File: config.mk
export PLATFORM = sky130hd
export DESIGN_NAME = hbc_config_header
export DESIGN_NICKNAME = d
export VERILOG_FILES = /design/src/hw/hbc_pkg.sv /design/src/hw/hbc_flag_if.sv /design/src/hw/hbc_flag_bank.sv /design/src/hw/hbc_config_header.sv
export SDC_FILE = /design/constraint.sdc
export NUM_CORES = 1
export LEC_CHECK = 0
export BUFFER_PORTS_ARGS = -buffer_cell sky130_fd_sc_hd__buf_2
export CAP_MARGIN = 10
export CORE_MARGIN = 2
export CORE_UTILIZATION = 43
export CTS_CLUSTER_DIAMETER = 60
export DETAILED_ROUTE_END_ITERATION = 12
export GPL_TIMING_DRIVEN = 1
export HOLD_SLACK_MARGIN = 0.15
export PLACE_DENSITY = 0.86
export SETUP_SLACK_MARGIN = 0.02
export SLEW_MARGIN = 20
export SYNTH_ARGS = -nofsm -noshare
export SYNTH_HDL_FRONTEND = slang
export SYNTH_HIERARCHICAL = 1
export SYNTH_SLANG_ARGS = --single-unit
File: constraint.sdc
create_clock -name clk -period 1.83 [get_ports clk]
set_input_delay 0.2745 -clock clk [delete_from_list [all_inputs] [get_ports clk]]
set_output_delay 0.2745 -clock clk [all_outputs]
set_load 0.03 [all_outputs]
File: src/hw/hbc_pkg.sv
// constants and types of the host bridge configuration header
`default_nettype none
package hbc_pkg;

  localparam int unsigned CFG_DW_W  = 6;
  localparam int unsigned NUM_ERR   = 4;
  localparam int unsigned TAG_W     = 3;
  localparam int unsigned NUM_TAGS  = 8;
  localparam int unsigned NUM_FLAGS = 3;

  localparam logic [7:0] OFS_STATUS    = 8'h06;
  localparam logic [7:0] OFS_REVISION  = 8'h08;
  localparam logic [7:0] OFS_SUBCLASS  = 8'h0A;
  localparam logic [7:0] OFS_BASECLASS = 8'h0B;
  localparam logic [7:0] OFS_LATENCY   = 8'h0D;
  localparam logic [7:0] OFS_HEADER    = 8'h0E;
  localparam logic [7:0] OFS_CAP_PTR   = 8'h34;

  localparam int unsigned STS_SHIFT   = 16;
  localparam int unsigned STS_HI_LANE = 3;

  localparam int unsigned STS_SYS_ERR = 14;
  localparam int unsigned STS_RMA     = 13;
  localparam int unsigned STS_RTA     = 12;
  localparam int unsigned STS_STA     = 11;
  localparam int unsigned STS_PARITY  = 8;
  localparam int unsigned STS_B2B     = 7;
  localparam int unsigned STS_CLST    = 4;

  localparam logic [15:0] STS_RESET    = 16'h0090;
  localparam logic [15:0] STS_FIXED    = 16'h0090;
  localparam logic [1:0]  SEL_TIMING_VAL = 2'h0;

  localparam logic [7:0] SUBCLASS_VAL  = 8'h00;
  localparam logic [7:0] BASECLASS_VAL = 8'h06;
  localparam logic [7:0] LATENCY_VAL   = 8'h00;
  localparam logic [7:0] HEADER_VAL    = 8'h00;

  localparam int unsigned FLG_SYS_ERR = 0;
  localparam int unsigned FLG_RMA = 1;
  localparam int unsigned FLG_RTA = 2;

  typedef enum logic [1:0] {
    CPL_OK     = 2'h0,
    CPL_MABORT = 2'h1,
    CPL_TABORT = 2'h2,
    CPL_RSVD   = 2'h3
  } hbc_cpl_t;

  typedef enum logic [1:0] {
    MSG_IDLE = 2'b01,
    MSG_SEND = 2'b10
  } hbc_msg_state_t;

endpackage
`default_nettype wire

File: src/hw/hbc_flag_if.sv
// carrier for the sticky status flags
`default_nettype none
interface hbc_flag_if;
  logic [hbc_pkg::NUM_FLAGS-1:0] set;
  logic [hbc_pkg::NUM_FLAGS-1:0] clr;
  logic [hbc_pkg::NUM_FLAGS-1:0] flags;
  modport owner (input set, input clr, output flags);
  modport user  (output set, output clr, input flags);
endinterface
`default_nettype wire

File: src/hw/hbc_flag_bank.sv
// sticky write-one-to-clear flag bank
`default_nettype none
module hbc_flag_bank (
  input  wire logic       clk,
  input  wire logic       sys_rst,
  hbc_flag_if.owner       fl
);

  typedef struct packed {
    logic [hbc_pkg::NUM_FLAGS-1:0] flags;
  } hbc_bank_state_t;

  hbc_bank_state_t st_reg;
  hbc_bank_state_t st_next;

  always_comb begin
    st_next       = st_reg;
    st_next.flags = (st_reg.flags & ~fl.clr) | fl.set;
  end

  always_ff @(posedge clk) begin
    if (sys_rst) begin
      st_reg <= '0;
    end else begin
      st_reg <= st_next;
    end
  end

  assign fl.flags = st_reg.flags;

endmodule // hbc_flag_bank
`default_nettype wire

File: src/hw/hbc_config_header.sv
// configuration header registers of the host bridge function
`default_nettype none
module hbc_config_header #(
  parameter logic [7:0] REVISION_VALUE    = 8'h01,  // arbitrary value
  parameter logic [7:0] CAP_POINTER_VALUE = 8'h40
) (
  input  wire logic                         clk,
  input  wire logic                         sys_rst,
  input  wire logic                         cfg_rd,
  input  wire logic                         cfg_wr,
  input  wire logic [hbc_pkg::CFG_DW_W-1:0] cfg_dword,
  input  wire logic [3:0]                   cfg_be,
  input  wire logic [31:0]                  cfg_wdata,
  output logic                              cfg_claim,
  output logic [31:0]                       cfg_rdata,
  output logic                              cfg_rvalid,
  input  wire logic                         system_error_enable,
  input  wire logic [hbc_pkg::NUM_ERR-1:0]  error_command_mask,
  input  wire logic [hbc_pkg::NUM_ERR-1:0]  err_event,
  output logic                              serr_msg_req,
  output logic [hbc_pkg::NUM_ERR-1:0]       serr_msg_cause,
  input  wire logic                         serr_msg_ack,
  input  wire logic                         hub_req_issue,
  input  wire logic [hbc_pkg::TAG_W-1:0]    hub_req_tag,
  input  wire logic                         cpl_valid,
  input  wire logic [hbc_pkg::TAG_W-1:0]    cpl_tag,
  input  wire hbc_pkg::hbc_cpl_t            cpl_status,
  input  wire logic                         spc_valid,
  input  wire hbc_pkg::hbc_cpl_t            spc_status,
  output logic                              req_outstanding,
  output logic [15:0]                       bridge_error_status
);

  typedef struct packed {
    hbc_pkg::hbc_msg_state_t         msg_state;
    logic [hbc_pkg::NUM_ERR-1:0]     err_pending;
    logic [hbc_pkg::NUM_ERR-1:0]     msg_cause;
    logic [hbc_pkg::NUM_TAGS-1:0]    outstanding;
    logic [31:0]                     rdata;
    logic                            rvalid;
  } hbc_state_t;

  hbc_state_t st_reg;
  hbc_state_t st_next;

  hbc_flag_if flag_bus ();

  hbc_flag_bank u_flags (
    .clk     (clk),
    .sys_rst (sys_rst),
    .fl      (flag_bus.owner)
  );

  logic [15:0] status_word;
  logic        hit_status;
  logic        hit_class;
  logic        hit_timing;
  logic        hit_cap;
  logic        msg_done;
  logic [hbc_pkg::NUM_ERR-1:0] err_enabled;
  logic [hbc_pkg::NUM_FLAGS-1:0] set_vec;
  logic [hbc_pkg::NUM_FLAGS-1:0] clr_vec;

  // place a byte into its lane of a configuration dword
  function automatic logic [31:0] lane_put(input logic [7:0] ofs, input logic [7:0] val);
    logic [31:0] w;
    w = '0;
    w[{ofs[1:0], 3'b000} +: 8] = val;
    return w;
  endfunction

  // true when a dword index matches the dword holding a byte offset
  function automatic logic dword_is(input logic [hbc_pkg::CFG_DW_W-1:0] dw, input logic [7:0] ofs);
    return dw == ofs[7:2];
  endfunction

  // status word assembled from live flags and fixed bits
  always_comb begin
    status_word                   = hbc_pkg::STS_FIXED;
    status_word[hbc_pkg::STS_SYS_ERR] = flag_bus.flags[hbc_pkg::FLG_SYS_ERR];
    status_word[hbc_pkg::STS_RMA] = flag_bus.flags[hbc_pkg::FLG_RMA];
    status_word[hbc_pkg::STS_RTA] = flag_bus.flags[hbc_pkg::FLG_RTA];
    status_word[hbc_pkg::STS_STA] = 1'b0;
    status_word[hbc_pkg::STS_STA-1 -: 2] = hbc_pkg::SEL_TIMING_VAL;
    status_word[hbc_pkg::STS_PARITY] = 1'b0;
  end

  assign bridge_error_status = status_word;

  // address decode of the dwords this block owns
  always_comb begin
    hit_status = dword_is(cfg_dword, hbc_pkg::OFS_STATUS);
    hit_class  = dword_is(cfg_dword, hbc_pkg::OFS_REVISION);
    hit_timing = dword_is(cfg_dword, hbc_pkg::OFS_HEADER);
    hit_cap    = dword_is(cfg_dword, hbc_pkg::OFS_CAP_PTR);
    cfg_claim  = (cfg_rd | cfg_wr) & (hit_status | hit_class | hit_timing | hit_cap);
  end

  // error conditions pass only when individually and globally enabled
  assign err_enabled = system_error_enable ? (err_event & error_command_mask) : '0;

  assign msg_done = (st_reg.msg_state == hbc_pkg::MSG_SEND) & serr_msg_ack;

  // flag set and clear requests
  always_comb begin
    set_vec = '0;
    clr_vec = '0;
    set_vec[hbc_pkg::FLG_SYS_ERR] = msg_done;
    if (cpl_valid && st_reg.outstanding[cpl_tag]) begin
      set_vec[hbc_pkg::FLG_RMA] = (cpl_status == hbc_pkg::CPL_MABORT);
      set_vec[hbc_pkg::FLG_RTA] = (cpl_status == hbc_pkg::CPL_TABORT);
    end
    if (spc_valid && (|st_reg.outstanding)) begin
      set_vec[hbc_pkg::FLG_RMA] = set_vec[hbc_pkg::FLG_RMA] | (spc_status == hbc_pkg::CPL_MABORT);
      set_vec[hbc_pkg::FLG_RTA] = set_vec[hbc_pkg::FLG_RTA] | (spc_status == hbc_pkg::CPL_TABORT);
    end
    if (cfg_wr && hit_status && cfg_be[hbc_pkg::STS_HI_LANE]) begin
      clr_vec[hbc_pkg::FLG_SYS_ERR] = cfg_wdata[hbc_pkg::STS_SHIFT + hbc_pkg::STS_SYS_ERR];
      clr_vec[hbc_pkg::FLG_RMA] = cfg_wdata[hbc_pkg::STS_SHIFT + hbc_pkg::STS_RMA];
      clr_vec[hbc_pkg::FLG_RTA] = cfg_wdata[hbc_pkg::STS_SHIFT + hbc_pkg::STS_RTA];
    end
  end

  assign flag_bus.set = set_vec;
  assign flag_bus.clr = clr_vec;

  // next state of message engine, request tracker and read port
  always_comb begin
    st_next        = st_reg;
    st_next.rvalid = cfg_rd;
    st_next.rdata  = '0;

    if (cfg_rd) begin
      if (hit_status) begin
        st_next.rdata = {status_word, 16'h0000};
      end else if (hit_class) begin
        st_next.rdata = lane_put(hbc_pkg::OFS_REVISION, REVISION_VALUE)
                      | lane_put(hbc_pkg::OFS_SUBCLASS, hbc_pkg::SUBCLASS_VAL)
                      | lane_put(hbc_pkg::OFS_BASECLASS, hbc_pkg::BASECLASS_VAL);
      end else if (hit_timing) begin
        st_next.rdata = lane_put(hbc_pkg::OFS_LATENCY, hbc_pkg::LATENCY_VAL)
                      | lane_put(hbc_pkg::OFS_HEADER, hbc_pkg::HEADER_VAL);
      end else if (hit_cap) begin
        st_next.rdata = lane_put(hbc_pkg::OFS_CAP_PTR, CAP_POINTER_VALUE);
      end
    end

    // request tracker: completion retires a tag before a new issue reuses it
    if (cpl_valid) begin
      st_next.outstanding[cpl_tag] = 1'b0;
    end
    if (hub_req_issue) begin
      st_next.outstanding[hub_req_tag] = 1'b1;
    end

    // error message engine
    if (!system_error_enable) begin
      st_next.err_pending = '0;
    end else begin
      st_next.err_pending = st_reg.err_pending | err_enabled;
    end

    unique case (st_reg.msg_state)
      hbc_pkg::MSG_IDLE: begin
        if (system_error_enable && (|(st_reg.err_pending | err_enabled))) begin
          st_next.msg_state   = hbc_pkg::MSG_SEND;
          st_next.msg_cause   = st_reg.err_pending | err_enabled;
          st_next.err_pending = '0;
        end
      end
      hbc_pkg::MSG_SEND: begin
        if (serr_msg_ack) begin
          st_next.msg_state = hbc_pkg::MSG_IDLE;
          st_next.msg_cause = '0;
        end
      end
      default: begin
        st_next.msg_state = hbc_pkg::MSG_IDLE;
      end
    endcase
  end

  always_ff @(posedge clk) begin
    if (sys_rst) begin
      st_reg.msg_state   <= hbc_pkg::MSG_IDLE;
      st_reg.err_pending <= '0;
      st_reg.msg_cause   <= '0;
      st_reg.outstanding <= '0;
      st_reg.rdata       <= '0;
      st_reg.rvalid      <= 1'b0;
    end else begin
      st_reg <= st_next;
    end
  end

  assign serr_msg_req    = (st_reg.msg_state == hbc_pkg::MSG_SEND);
  assign serr_msg_cause  = st_reg.msg_cause;
  assign req_outstanding = |st_reg.outstanding;
  assign cfg_rdata       = st_reg.rdata;
  assign cfg_rvalid      = st_reg.rvalid;

endmodule // hbc_config_header
`default_nettype wire

==> results.md <==
* Status: complete, no violations
* Post-DP HPWL at 2.39 mm
* Final GP Congestion at 0.744
* Fin Setup TNS at 0 ns
* Min-Delay Startpoint: cfg_dword[2]
* Crit path required time at 1.56 ns
* Post-synth top flop: dfxtp_1
* Ys async rst share at 0%
* Yosys top cell area share at 34.6%
* DRT Wirelength at 2.96 mm
* Setup CP Type: register to primary output
* Startpoint Class: register
* Max stage delay on crit path at 0.34 ns
* Flop pwr share at 45.4%
* Worst path slowest cell: dfxtp_1
* Clock tree buffer depth at 2
* Max FFs per register at 14
* Reg2Reg Depth at 4
* Reg2reg end: serr_msg_cause[0]$_SDFFE_PP0P_
* DIE HEIGHT at 65.4 um
* Internal at 994 uW
* Die ar. at 4270 sq um
* P_leak at 0.000844 uW
* Postcts setup bufs at 0
* Initial antenna violation count at 0
* Clk_skew at 0.00178 ns
* Die width at 65.4 um
* Crit path buf inv count at 1
* Critical Path AT at 1.21 ns
* Slew Viols, Final at 0
* Hold_buf cts at 0
* Synthesis-to-layout area growth at 9.66%
* Worst-Skew Late Latency at 0.27 ns
* Post-route DRC at 0
* Largest net degree at the start of global routing at 19
* Fin nets at 311
* R2R Path Start: st_reg[50]$_SDFFE_PP0P_
* Power Density at 791 nW/um^2
* Peak Freq at 0.672 GHz
* Tcrit/Tclk final at 81.3%
* Sw frac at 29.1%
* Worst Hold End: cfg_rdata[25]$_SDFF_PP0_
* Final instance area at 1780 sq um
* Hold depth at 2
* Clock-pin slew on the worst setup and hold paths at 0.10 ns
* Core footprint at 3630 sq um
* Worst-path fanout max at 3
* Final ANT Viol Nets at 0
* Final setup vio count at 0
* Initial core utilization at 44.6%
* Crit path time final at 1.49 ns
* Dpl cell area at 1700 sq um
* Gate power share at 20.2%
* Synth unique cells at 28
* GRT overflow at 0
* Net switching power at 409 uW
* Reg2reg setup slack at 0.61 ns
* Fillers at 378
* DR iter-0 viols at 53
* Area contributors post-synth: dfxtp_1 35%, buf_4 23%, nand2b_1 4.3%
* Final Worst Setup Slack at 0.342 ns
* Multi-input gate area at 773 sq um
* Syn_area_per_cell at 8.14 sq um
* Site row count at 22
* Total number of yosys warnings at 6
* Post-synth EDFFs at 0
* Final number of hold-violating endpoints at 0
* Post-CTS Resized at 0
* Register Area at 561 sq um
* Cells after synthesis at 199
* Largest area contributor in the netlist: dfxtp_1
* Worst slack, placed at 0.469 ns
* I/O pin count at 125
* Unrepaired setup endpoints after global routing: false
* CTS buffer count at 3
* Clk pwr share at 34.4%
* Total GRT Usage at 13.9%
* Worst-path cell chain: nor4_1, nand2_1, buf_2
* Sink Count at 28
* Vias in the first global route at 1086
* First-pass GRT wire length at 4.73 mm
* Wire per inst at 10.2 um
* DR pass1 iterations at 4
* Antenna cells at 0
* CP top delay family: simple AND/OR/NAND/NOR gates
* PortBufs at 56
* CTS tree: yes
* Most common cell in the synthesized netlist: buf_4
* Layout cells sized above 1 at 26.1%
* Post-synth top cells: 50 x buf_4, 28 x dfxtp_1, 17 x nor2_1
* Cell Area, Synth at 1620 sq um
* Sequential fraction of the synthesis area at 34.6%
* HP Class: input pin to register
* H-tree Lvls at 1
* Root buffer cell: clkbuf_8
* Max rail drop VDD at 0.365 mV
* Max-Cap Viols at 0
* CP Capture Type: primary output
* Drt via density at 4.59
* Via Count at 1326
* Synth Register Bits at 28
==> power groups by stage <==
stage / combinational, uW / sequential, uW / clock [uW]
2_1_floorplan: 262 / 657 / 0
3_3_place_gp: 279 / 650 / 0
3_5_place_dp: 283 / 651 / 0
4_1_cts: 284 / 637 / 496
5_1_grt: 310 / 640 / 516
6_report: 284 / 637 / 483
==> final cells by class <==
| class | count | share of cell area (%) |
|---|---|---|
| timing repair buffer | 56 | 15.8 |
| tap | 48 | 3.38 |
| sequential | 28 | 31.6 |
| multi-input combinational | 145 | 43.6 |
| clock inverter | 1 | 1.69 |
| inverter | 8 | 1.69 |
| clock buffer | 3 | 2.33 |
==> layout by cell type (no fill, tap or decap) <==
cell / instances
nor4_1: 3
nand3b_1: 4
nand4_1: 3
nand3_1: 6
clkbuf_8: 3
conb_1: 36
nor4_4: 1
a211oi_1: 1
a21oi_1: 13
nor3_1: 2
buf_2: 56
nand3b_2: 1
o21ai_0: 7
o22ai_1: 1
inv_1: 8
nand2_1: 9
a21oi_2: 1
and2_1: 7
o32ai_1: 2
nor2b_1: 5
a41o_1: 1
a22oi_1: 1
a31oi_1: 7
o31ai_1: 2
nand2b_1: 11
bufinv_16: 1
mux2i_1: 4
nor2_1: 17
dfxtp_1: 28
==> through the flow <==
| stage | hold WS [ns] | power [uW] | utilization, % | std cells |
|---|---|---|---|---|
| 2_1_floorplan | 0.343 | 919 | - | 233 |
| 3_3_place_gp | 0.466 | 930 | 46.9 | 285 |
| 3_5_place_dp | 0.470 | 934 | 46.9 | 285 |
| 4_1_cts | 0.228 | 1420 | 48.9 | 289 |
| 5_1_grt | 0.245 | 1470 | 48.9 | 289 |
| 6_report | 0.237 | 1400 | 48.9 | 289 |
==> cell families (layout without fill, tap and decap cells) <==
group	Yosys count	in the layout	share of synthesized area, %
compound gates	36	36	13.4
flops	28	28	34.6
mux	4	4	2.47
simple gates	69	69	23.6
buf+inv	60	68	25.5
other cells	2	36	0.464
==> metal layers <==
metal / wire [um] / global-route usage, %
met2: 1440 / 24.0
met5: 0 / 0
met3: 219 / 2.74
met4: 15 / 4.69
met1: 1290 / 17.3
==> how the worst max path moves through the flow <==
stage | startpoint | cells after the start | slack, ns | end
after global routing | st_reg[39]$_SDFF_PP0_ | 3 | 0.23 | req_outstanding
after floorplan | st_reg[50]$_SDFFE_PP0P_ | 4 | 0.36 | serr_msg_cause[1]$_SDFFE_PP0P_
after detailed placement | cfg_dword[5] | 7 | 0.47 | u_flags/fl.flags[2]$_SDFF_PP0_
after CTS | st_reg[39]$_SDFF_PP0_ | 3 | 0.31 | req_outstanding
final | st_reg[39]$_SDFF_PP0_ | 3 | 0.34 | req_outstanding
after global placement | cfg_dword[5] | 7 | 0.49 | u_flags/fl.flags[2]$_SDFF_PP0_
(Power assumes the default switching activity.)
